**src/hdl/ltm_pkg.sv**
```systemverilog
// line test mode control: shared constants, register map and types
// assumes a 50 MHz device master clock and a 32-bit APB register bus
package ltm_pkg;

    localparam int          CLK_FREQ_HZ        = 50_000_000;
    localparam real         PULSE_SPACING_MS   = 1.5;
    localparam int          PULSE_SPACING_CYC  = int'(PULSE_SPACING_MS * CLK_FREQ_HZ / 1000.0);
    localparam int          PULSE_CNT_W        = 17;

    // command codes received on the command/indication channel
    localparam logic [3:0]  CMD_SINGLE_PULSE   = 4'h5;
    localparam logic [3:0]  CMD_DATA_THROUGH   = 4'h6;
    localparam logic [3:0]  CMD_LINE_SILENCE   = 4'h1;

    // indication codes sent upstream during test modes
    localparam logic [3:0]  IND_LINE_IDLE      = 4'h0;
    localparam logic [3:0]  IND_SHUTDOWN_REQ   = 4'h8;

    // line levels, two's complement
    localparam logic [2:0]  LEVEL_ZERO         = 3'h0;
    localparam logic [2:0]  LEVEL_PLUS3        = 3'h3;
    localparam logic [2:0]  LEVEL_MINUS3       = 3'h5;

    // register map, byte addresses
    localparam logic [11:0] ADDR_SYSTEM_TEST   = 12'h000;
    localparam logic [11:0] ADDR_STATUS        = 12'h004;

    // system_test_register fields
    localparam int          BIT_TEST_MODE_ONE  = 0;
    localparam int          BIT_TEST_MODE_TWO  = 1;
    localparam int          BIT_NT_CONFIG      = 2;
    localparam logic [2:0]  SYSTEM_TEST_RST    = 3'h0;

    // status fields
    localparam int          STAT_MODE_LSB      = 0;
    localparam int          STAT_BLOCK_BIT     = 2;
    localparam int          STAT_IND_LSB       = 4;

    typedef enum logic [1:0] {
        MODE_NORMAL,
        MODE_SINGLE_PULSE,
        MODE_DATA_THROUGH,
        MODE_MASTER_RESET
    } ltm_mode_t;

endpackage

```
**src/hdl/ltm_top.sv**
```systemverilog
// line test mode control: mode selection, line and indication control, APB registers
// assumes pins and command strobes are synchronous to clk_i, APB on the same clock
`timescale 1ns/10ps

// Overview of operation
// in single pulse mode the line carries isolated plus three and minus three pulses alternately, 1.5 ms apart.
// single pulse mode is chosen by both pins high, by command 0101, or by both register bits set.
// the chosen mode acts the same whichever of pins, command or register bits chose it.
// in single pulse mode the idle indication goes upstream in line termination and the shutdown request in network termination.
// single pulse and data through modes work in both line and network termination configurations.
// choosing data through mode forces the activation machine straight into transparent from any state.
// data through mode sends normal scrambled line data with no wake-up handshake.
// data through mode is chosen by quiet reset low with test select high, by command 0110, or by bit one clear with bit two set.
// master reset mode enters the test state, silences the line and clears all canceller and equalizer coefficients.
// in the test state every activation attempt is refused in either configuration.
// master reset mode is chosen by both pins low or by command 0001.
// in the test state the idle indication goes upstream in line termination and the shutdown request in network termination.
// with no test mode chosen the device runs normally and leaves line transmission untouched.
module ltm_top #(
    parameter int PULSE_CYCLES = ltm_pkg::PULSE_SPACING_CYC
) (
    input  wire logic        clk_i,
    input  wire logic        srst_i,
    // apb slave
    input  wire logic        psel_i,
    input  wire logic        penable_i,
    input  wire logic        pwrite_i,
    input  wire logic [11:0] paddr_i,
    input  wire logic [31:0] pwdata_i,
    output logic             pready_o,
    output logic [31:0]      prdata_o,
    output logic             pslverr_o,
    // test pins
    input  wire logic        quiet_reset_input_i,
    input  wire logic        test_select_input_i,
    // command channel
    input  wire logic        ci_cmd_valid_i,
    input  wire logic [3:0]  ci_cmd_i,
    // indication channel
    output logic             ci_override_o,
    output logic [3:0]       ci_ind_o,
    // line and state machine control
    output logic [1:0]       test_mode_o,
    output logic             tx_mute_o,
    output logic             tx_single_pulse_o,
    output logic             pulse_strobe_o,
    output logic [2:0]       pulse_level_o,
    output logic             wakeup_bypass_o,
    output logic             force_transparent_o,
    output logic             coef_clear_o,
    output logic             activation_block_o
);

    typedef struct packed {
        logic              tm1;
        logic              tm2;
        logic              nt;
        ltm_pkg::ltm_mode_t cmd_mode;
        ltm_pkg::ltm_mode_t mode;
        logic              force_tr;
        logic              coef_clr;
        logic              ovr;
        logic [3:0]        ind;
        logic [31:0]       prdata;
        logic              pslverr;
    } ltm_state_t;

    ltm_state_t         s_q;
    ltm_state_t         s_d;
    ltm_pkg::ltm_mode_t pin_mode;
    ltm_pkg::ltm_mode_t reg_mode;
    ltm_pkg::ltm_mode_t sel_mode;
    logic               setup_ph;
    logic               access_ph;
    logic               hit_test;
    logic               hit_stat;

    // pin decode; quiet reset high with test select low means no test
    always_comb
    begin
        if (quiet_reset_input_i && test_select_input_i)
        begin
            pin_mode = ltm_pkg::MODE_SINGLE_PULSE;
        end
        else if (!quiet_reset_input_i && test_select_input_i)
        begin
            pin_mode = ltm_pkg::MODE_DATA_THROUGH;
        end
        else if (!quiet_reset_input_i && !test_select_input_i)
        begin
            pin_mode = ltm_pkg::MODE_MASTER_RESET;
        end
        else
        begin
            pin_mode = ltm_pkg::MODE_NORMAL;
        end
    end

    // register bit decode; master reset has no register selection
    always_comb
    begin
        if (s_q.tm1 && s_q.tm2)
        begin
            reg_mode = ltm_pkg::MODE_SINGLE_PULSE;
        end
        else if (!s_q.tm1 && s_q.tm2)
        begin
            reg_mode = ltm_pkg::MODE_DATA_THROUGH;
        end
        else
        begin
            reg_mode = ltm_pkg::MODE_NORMAL;
        end
    end

    // one resolved mode drives everything, so the source is invisible downstream
    always_comb
    begin
        if (pin_mode != ltm_pkg::MODE_NORMAL)
        begin
            sel_mode = pin_mode;
        end
        else if (reg_mode != ltm_pkg::MODE_NORMAL)
        begin
            sel_mode = reg_mode;
        end
        else
        begin
            sel_mode = s_q.cmd_mode; // see R3
        end
    end

    assign setup_ph  = psel_i && !penable_i;
    assign access_ph = psel_i && penable_i;
    assign hit_test  = paddr_i == ltm_pkg::ADDR_SYSTEM_TEST;
    assign hit_stat  = paddr_i == ltm_pkg::ADDR_STATUS;

    always_comb
    begin
        s_d          = s_q;
        s_d.force_tr = 1'b0;
        s_d.coef_clr = 1'b0;

        // last command code received holds its mode; any other code ends it
        if (ci_cmd_valid_i)
        begin
            case (ci_cmd_i)
                ltm_pkg::CMD_SINGLE_PULSE: s_d.cmd_mode = ltm_pkg::MODE_SINGLE_PULSE;
                ltm_pkg::CMD_DATA_THROUGH: s_d.cmd_mode = ltm_pkg::MODE_DATA_THROUGH;
                ltm_pkg::CMD_LINE_SILENCE: s_d.cmd_mode = ltm_pkg::MODE_MASTER_RESET;
                default:                   s_d.cmd_mode = ltm_pkg::MODE_NORMAL;
            endcase
        end

        s_d.mode = sel_mode;
        case (sel_mode)
            ltm_pkg::MODE_DATA_THROUGH:
            begin
                s_d.force_tr = s_q.mode != ltm_pkg::MODE_DATA_THROUGH;
            end
            ltm_pkg::MODE_MASTER_RESET:
            begin
                s_d.coef_clr = s_q.mode != ltm_pkg::MODE_MASTER_RESET;
            end
            default:
            begin
                s_d.force_tr = 1'b0;
            end
        endcase

        // indication override; both configurations handled alike otherwise
        s_d.ovr = sel_mode == ltm_pkg::MODE_SINGLE_PULSE ||
                  sel_mode == ltm_pkg::MODE_MASTER_RESET; // see R4
        s_d.ind = s_d.ovr ? (s_q.nt ? ltm_pkg::IND_SHUTDOWN_REQ : ltm_pkg::IND_LINE_IDLE)
                          : ltm_pkg::IND_LINE_IDLE; // see R4, see R12

        // apb: read data and error latched in the setup cycle, write at the access edge
        if (setup_ph)
        begin
            s_d.pslverr = !(hit_test || hit_stat);
            s_d.prdata  = '0;
            if (hit_test)
            begin
                s_d.prdata[ltm_pkg::BIT_TEST_MODE_ONE] = s_q.tm1;
                s_d.prdata[ltm_pkg::BIT_TEST_MODE_TWO] = s_q.tm2;
                s_d.prdata[ltm_pkg::BIT_NT_CONFIG]     = s_q.nt;
            end
            else if (hit_stat)
            begin
                s_d.prdata[ltm_pkg::STAT_MODE_LSB +: 2] = s_q.mode;
                s_d.prdata[ltm_pkg::STAT_BLOCK_BIT]     = s_q.mode == ltm_pkg::MODE_MASTER_RESET;
                s_d.prdata[ltm_pkg::STAT_IND_LSB +: 4]  = s_q.ind;
            end
        end
        if (access_ph && pwrite_i && hit_test)
        begin
            s_d.tm1 = pwdata_i[ltm_pkg::BIT_TEST_MODE_ONE];
            s_d.tm2 = pwdata_i[ltm_pkg::BIT_TEST_MODE_TWO];
            s_d.nt  = pwdata_i[ltm_pkg::BIT_NT_CONFIG];
        end
    end

    always_ff @(posedge clk_i)
    begin
        if (srst_i)
        begin
            s_q          <= '0;
            s_q.tm1      <= ltm_pkg::SYSTEM_TEST_RST[ltm_pkg::BIT_TEST_MODE_ONE];
            s_q.tm2      <= ltm_pkg::SYSTEM_TEST_RST[ltm_pkg::BIT_TEST_MODE_TWO];
            s_q.nt       <= ltm_pkg::SYSTEM_TEST_RST[ltm_pkg::BIT_NT_CONFIG];
            s_q.cmd_mode <= ltm_pkg::MODE_NORMAL;
            s_q.mode     <= ltm_pkg::MODE_NORMAL;
            s_q.ind      <= ltm_pkg::IND_LINE_IDLE;
        end
        else
        begin
            s_q <= s_d;
        end
    end

    // enable follows the resolved mode, so no strobe lands after the mode is left
    ltm_pulse_gen #(
        .PULSE_CYCLES (PULSE_CYCLES)
    ) u_pulse (
        .clk_i   (clk_i),
        .srst_i  (srst_i),
        .en_i    (sel_mode == ltm_pkg::MODE_SINGLE_PULSE), // see R1
        .pulse_o (pulse_strobe_o),
        .level_o (pulse_level_o)
    );

    assign pready_o            = 1'b1;
    assign prdata_o            = s_q.prdata;
    assign pslverr_o           = access_ph && s_q.pslverr;
    assign test_mode_o         = s_q.mode;
    assign ci_override_o       = s_q.ovr;
    assign ci_ind_o            = s_q.ind;
    assign tx_mute_o           = s_q.mode == ltm_pkg::MODE_MASTER_RESET;
    assign tx_single_pulse_o   = s_q.mode == ltm_pkg::MODE_SINGLE_PULSE;
    assign wakeup_bypass_o     = s_q.mode == ltm_pkg::MODE_DATA_THROUGH;
    assign force_transparent_o = s_q.force_tr;
    assign coef_clear_o        = s_q.coef_clr;
    assign activation_block_o  = s_q.mode == ltm_pkg::MODE_MASTER_RESET;
endmodule

```
**src/hdl/ltm_pulse_gen.sv**
```systemverilog
// line test mode control: isolated alternating pulse generator
// assumes en_i is a level from the mode logic on the same clock
`timescale 1ns/10ps
module ltm_pulse_gen #(
    parameter int PULSE_CYCLES = ltm_pkg::PULSE_SPACING_CYC
) (
    input  wire logic       clk_i,
    input  wire logic       srst_i,
    input  wire logic       en_i,
    output logic            pulse_o,
    output logic [2:0]      level_o
);

    typedef struct packed {
        logic [ltm_pkg::PULSE_CNT_W-1:0] cnt;
        logic                            neg;
        logic                            pulse;
        logic [2:0]                      level;
    } ltm_pg_state_t;

    localparam logic [ltm_pkg::PULSE_CNT_W-1:0] CNT_LAST =
        ltm_pkg::PULSE_CNT_W'(PULSE_CYCLES - 1);

    ltm_pg_state_t s_q;
    ltm_pg_state_t s_d;

    always_comb
    begin
        s_d       = s_q;
        s_d.pulse = 1'b0;
        s_d.level = ltm_pkg::LEVEL_ZERO;
        if (!en_i)
        begin
            s_d.cnt = '0;
            s_d.neg = 1'b0;
        end
        else if (s_q.cnt == CNT_LAST)
        begin
            // one isolated pulse per spacing, polarity alternating
            s_d.cnt   = '0;
            s_d.pulse = 1'b1;
            s_d.level = s_q.neg ? ltm_pkg::LEVEL_MINUS3 : ltm_pkg::LEVEL_PLUS3;
            s_d.neg   = ~s_q.neg;
        end
        else
        begin
            s_d.cnt = s_q.cnt + 1'b1;
        end
    end

    always_ff @(posedge clk_i)
    begin
        if (srst_i)
        begin
            s_q <= '0;
        end
        else
        begin
            s_q <= s_d;
        end
    end

    assign pulse_o = s_q.pulse;
    assign level_o = s_q.level;
endmodule

```
**config.mk**
```make
export PLATFORM = sky130hd
export DESIGN_NAME = ltm_top
export DESIGN_NICKNAME = d
export VERILOG_FILES = /design/src/hdl/ltm_pkg.sv /design/src/hdl/ltm_top.sv /design/src/hdl/ltm_pulse_gen.sv
export SDC_FILE = /design/constraint.sdc
export NUM_CORES = 1
export LEC_CHECK = 0
export BUFFER_PORTS_ARGS = -buffer_cell sky130_fd_sc_hd__buf_2
export CAP_MARGIN = 0
export CORE_ASPECT_RATIO = 1.2
export CORE_UTILIZATION = 41
export DETAILED_ROUTE_END_ITERATION = 8
export PLACE_DENSITY = 0.75
export SLEW_MARGIN = 40
export SYNTH_ARGS = -nofsm -noshare
export SYNTH_HDL_FRONTEND = slang
export SYNTH_HIERARCHICAL = 1
export SYNTH_SLANG_ARGS = --single-unit
export TNS_END_PERCENT = 1
```
**constraint.sdc**
```tcl
create_clock -name clk_i -period 1.6 [get_ports clk_i]
set_input_delay 0.16 -clock clk_i [delete_from_list [all_inputs] [get_ports clk_i]]
set_output_delay 0.16 -clock clk_i [all_outputs]
set_load 0.02 [all_outputs]
```
== Yosys cells after proc, flatten, opt, wreduce, memory -nomap -nowiden ==
Index checks and enable logic that the tools add are counted.
W data, S select, Z words.
Storage, ports and cells
  register bits: 44
  latch bits: 0
  bits in writable memories: 0
  bits in read-only memories: 0
  input bits: 56
  output and inout port bits: 51
  word-level logic and storage cells: 76
  memories: 0
Operators by class
  $add $sub $neg: 1
  multipliers: 0
  div/mod/pow operators: 0
  order comparisons: 0
  eq/ne operators: 13
  shift-type cells: 0
  mux-type cells: 15
  bitwise logic cells: 6
  reduce and logical (&&, ||, !) cells: 26
Operators by type and width (count)
  $add A17 B1 Y17 const B: 1
  $eq A17 B17 Y1 const B: 1
  $mux W4: 4
  $mux W2: 7
  $eq A12 B3 Y1 const B: 1
  $logic_not A12 Y1: 1
  $logic_and A1 B1 Y1: 10
  $mux W3: 3
  $eq A2 B2 Y1 const B: 4
  $eq A4 B3 Y1 const B: 2
  $reduce_or A2 Y1: 4
  $not A1 Y1: 6
  $pmux W2 S3: 1
  $reduce_or A3 Y1: 2
  $logic_not A1 Y1: 5
  $eq A2 B1 Y1 const B: 2
  $eq A4 B1 Y1 const B: 1
  $ne A2 B2 Y1 const B: 2
  $reduce_bool A2 Y1: 2
  $logic_or A1 B1 Y1: 2

== Logic depth before layout (Yosys ltp) ==
  depth in word-level cells: 11
  gate-level depth with buffers: 10
  mapped depth without buffers: 8

== By module ==
Netlist, hierarchy kept.
Modules (own cells, without submodules)
  ltm_top: times used 1, cells each 129, area each 1136.1 um^2, sequential area each 320.3 um^2
  ltm_pulse_gen: times used 1, cells each 102, area each 968.4 um^2, sequential area each 440.4 um^2

== Least setup slack after synthesis ==
OpenSTA, ideal clock, no wires.
  path kind: flip-flop to flip-flop
  start: register s_q[45] (netlist bit)
  end: register u_pulse/s_q[16] (netlist bit)
  library setup time: 0.064 ns
  data arrival time: 1.497 ns
  required time: 1.536 ns
  path slack: 0.039 ns
  stages on the path, launching flop included: 9
  path buffers: 2
  clock period less this slack: 1.561 ns
  path through: dfxtp_1 nor2b_1 o21ai_0 and3_1 nand2b_1 nand2b_1 buf_6 buf_6 nor2_1
Between the ends
  word-level cells in the longest chain between the ends: 9
  elaborated cells between the ends (all ways): 10
  those cells by class: eq/ne (1); mux (4); bitwise (1); reduce/logical (4)
RTL lines
  start: declaration: RTL line ltm_top.sv:68  | ltm_state_t s_q;
  $logic_and A1 B1 Y1: RTL line ltm_top.sv:106  | else if (!s_q.tm1 && s_q.tm2)
  $mux W2: RTL line ltm_top.sv:106
  $mux W2 *: RTL line ltm_top.sv:102  | if (s_q.tm1 && s_q.tm2)
  $reduce_bool A2 Y1: RTL line ltm_top.sv:123  | else if (reg_mode != ltm_pkg::MODE_NORMAL)
  $mux W2 *: RTL line ltm_top.sv:123
  $mux W2 *: RTL line ltm_top.sv:119  | if (pin_mode != ltm_pkg::MODE_NORMAL)
  $eq A2 B1 Y1 *: RTL line ltm_top.sv:227  | .en_i (sel_mode == ltm_pkg::MODE_SINGLE_PULSE),
  $not A1 Y1 (no line) *
  $reduce_or A3 Y1 (no line) *
  end signal: assignment: RTL line ltm_pulse_gen.sv:55  | s_q <= '0;
  end signal: assignment: RTL line ltm_pulse_gen.sv:59  | s_q <= s_d;
  end: declaration: RTL line ltm_pulse_gen.sv:24  | ltm_pg_state_t s_q;
Every way passes the cells marked *; elsewhere a longest branch is shown, timed or not.
A chain may end at the register's enable or synchronous reset.

== Final worst setup path ==
  start: register u_pulse/s_q[5] (netlist bit)
  end: register u_pulse/s_q[19] (netlist bit)
Between the ends
  word-level cells in the longest chain between the ends: 2
  elaborated cells between the ends (all ways): 3
  those cells by class: add/sub (1); eq/ne (1); reduce/logical (1)
RTL lines
  parallel branches: the longest is 2 deep, another holds $add A17 B1 Y17
Parallel ways; which one is timed is not known.

==> metrics.md <==
| Metric | Value |
|---|---|
| Final wirelength | 3730 um |
| Power Internal | 0.00151 W |
| Clock transition at path regs | 0.08 ns |
| Cells after Synth | 231 |
| Crit Path Max Fanout | 4 |
| Congestion Overflow GR | 0 |
| Synth top cells by count | buf_4 (43), dfxtp_1 (38), nor2_1 (26), xnor2_1 (11), nand2b_1 (10) |
| Fmax | 654 MHz |
| CTS tree | built |
| Final min period | 1.53 ns |
| Cells along the critical path | ha_1 > nand4_1 > nor4_2 > xnor2_1 > nor2_1 |
| Port buffer count | 45 |
| Top_reg_cell synth | dfxtp_1 |
| DRC errors left | 0 |
| CTS buffer count | 5 |
| Number of global-route vias before repair | 1462 |
| Global-route wire length before repair | 6180 um |
| Asr flop ratio synth | 0% |
| Worst setup EP type | flop |
| Clock tree buffer depth | 2 |
| Worst Setup Start Kind | flop |
| Detailed Place HPWL | 2900 um |
| Max_cap viols | 0 |
| Die X-Extent | 67.4 um |
| Clock power frac | 40.1% |
| Setup ws final | 0.0718 ns |
| Sw Share | 25.5% |
| Fraction of layout cells with a size suffix above 1 | 27.1% |
| Cell Area, Synth | 2100 um^2 |
| Flop pwr share | 48.0% |
| Register bit total from synthesis | 38 |
| Pre-antenna DRT Iters | 5 |
| Most common cell in the netlist | buf_4 |
| Synth Area per Inst | 9.11 um^2 |
| Die height | 80.5 um |
| Setup Skew | 0.00783 ns |
| Crit path launch | u_pulse/s_q[5] |
| Top-area cell type share of the netlist area | 36.1% |
| Gr usage total | 15.2% |
| Reg2Reg Setup Slack | 0.07 ns |
| Comb power frac | 12.0% |
| P_leak | 1.02 nW |
| Critical path's largest stage delay | 0.40 ns |
| Core box area | 4940 um^2 |
| Num rows | 28 |
| Worst Hold Launch | pwdata_i[2] |
| Vias/cell | 4.72 |
| Yosys synthesis warning count | 6 |
| P&R area growth vs syn | 12.5% |
| Nets | 337 |
| Via count | 1592 |
| Endpoints failing hold | 0 |
| Ant diodes | 0 |
| Pwr dens | 853 nW/um^2 |
| Placer Congestion | 0.867 |
| Largest net degree at the start of global routing | 17 |
| Pre-CTS setup slack | -0.0473 ns |
| Post-DRT Antenna Nets | 0 |
| Period Utilization, post-route | 95.5% |
| Crit Path Category | reg -> reg |
| CP Data Required Time | 1.79 ns |
| Slowest stage cell, crit path | dfxtp_1 |
| H-tree depth | 2 |
| CP arrival | 1.72 ns |
| Wire per inst | 11.1 um |
| Initial DRC Count | 81 |
| Initial Util | 42.6% |
| Top cells by area, synth | dfxtp_1 (36%), buf_4 (15%), nor2_1 (4.6%), xnor2_1 (4.6%), mux2i_1 (3.3%) |
| Top-level I/O count | 107 |
| Final slew viol count | 0 |
| R2R Path Start | u_pulse/s_q[5] |
| Hold Path Class | in -> reg |
| Clock Latency Late Sink | 0.29 ns |
| # clock sinks | 38 |
| Placed cell count | 329 |
| Setup-failing EPs final | 0 |
| Register area share after synthesis | 36.1% |
| Initial antenna violation count | 0 |
| Status | finished clean |
| Net switching power | 0.000514 W |
| Die area | 5420 um^2 |
| Worst VDD drop | 0.458 mV |
| Non-Filler Instances | 337 |
| Cell taking the most area after synthesis | dfxtp_1 |
| Library cells used by synthesis | 42 |
| EDFF count, synth | 0 |
| CTS Root Cell | clkbuf_8 |
[critical path, delay by kind of cell, from the launching register on]
family        cells  cell delay, ns
simple gates      3            0.63
xor+xnor          1            0.16
fa+ha+maj         1            0.25
flops             1            0.40
[cells in the final DEF (no fill, tap or decap), types with 2 or more instances in the layout]
cell type | Yosys | layout
nor3b_1 | 2 | 2
nand2b_1 | 10 | 10
o2bb2ai_1 | 3 | 3
xnor2_1 | 11 | 11
clkinvlp_4 | 0 | 2
and2_1 | 3 | 3
ha_1 | 5 | 5
buf_4 | 43 | 9
conb_1 | 2 | 32
nand4_1 | 8 | 8
a21oi_1 | 4 | 4
dfxtp_1 | 38 | 37
nor4_2 | 0 | 2
inv_1 | 6 | 6
nor2b_1 | 8 | 8
and3_1 | 3 | 3
xor2_1 | 5 | 5
nand3_1 | 4 | 4
nor3_1 | 5 | 5
clkbuf_8 | 0 | 5
nand4_2 | 2 | 2
nor2_1 | 26 | 26
buf_2 | 0 | 45
mux2i_1 | 7 | 6
nor4_1 | 8 | 6
nand2_1 | 5 | 5
[flip-flops by register name (all words and copies together), names as in the netlist, 2 cells and up]
name	cells
test_mode_o	2
u_pulse/level_o	3
s_q	6
u_pulse/s_q	18
prdata_o	4
[layout make-up]
class | count | area, um^2
Clock buffer | 5 | 68.8
Clock inverter | 3 | 45.0
Fill cell | 465 | 2570
Inverter | 6 | 22.5
Multi-Input combinational cell | 170 | 1090
Sequential cell | 38 | 762
Tap cell | 60 | 75.1
Timing Repair Buffer | 55 | 304
[what timing repair did]
action                     CTS  global route
hold buffers                 0             0
gates resized for setup      0             6
setup buffers                0             0
setup endpoints to repair    0            16
[per-layer routing]
| layer | share of wire, % | GRT usage (%) | routed length, um |
|---|---|---|---|
| met3 | 5.5 | 5.11 | 204 |
| met1 | 40 | 15.9 | 1510 |
| met2 | 52 | 27.1 | 1950 |
| met4 | 1.8 | 6.17 | 68 |
| met5 | 0 | 0 | 0 |
[power by group through the flow]
stage | registers (W) | clock network, W | logic (W)
6_report | 0.000969 | 0.000809 | 0.000241
5_1_grt | 0.000971 | 0.000873 | 0.000267
4_1_cts | 0.000969 | 0.000827 | 0.000240
3_3_place_gp | 0.000991 | 0 | 0.000234
3_5_place_dp | 0.000991 | 0 | 0.000239
2_1_floorplan | 0.000994 | 0 | 0.000217
[worst paths after layout]
check | end | cells past startpoint
min | s_q[44] | 3
max | u_pulse/s_q[19] | 5
min reg2reg | prdata_o[7] | 2
max reg2reg | u_pulse/s_q[19] | 5
[cells by family after synthesis]
group / share of synthesized area (%)
flip-flops: 36.1
other: 0.357
buffers and inverters: 18.2
adder cells (fa/ha/maj): 2.97
AO/OA/AOI/OAI: 4.52
XOR/XNOR: 6.66
multiplexers: 3.33
AND/OR/NAND/NOR: 27.8
[through the flow]
| step | setup TNS [ns] | hold slack (ns) | power [W] | area (um^2) | util (%) |
|---|---|---|---|---|---|
| CTS | 0 | 0.114 | 0.00204 | 2350 | 47.5 |
| global route | -0.0569 | 0.135 | 0.00211 | 2370 | 47.9 |
| floorplan | 0 | 0.311 | 0.00121 | 2220 | - |
| finish | 0 | 0.116 | 0.00202 | 2370 | 47.9 |
| detailed placement | -0.443 | 0.432 | 0.00123 | 2230 | 45.2 |
| global placement | -0.00816 | 0.423 | 0.00123 | 2230 | 45.2 |
No activity file was read; power rests on OpenSTA's default activity.
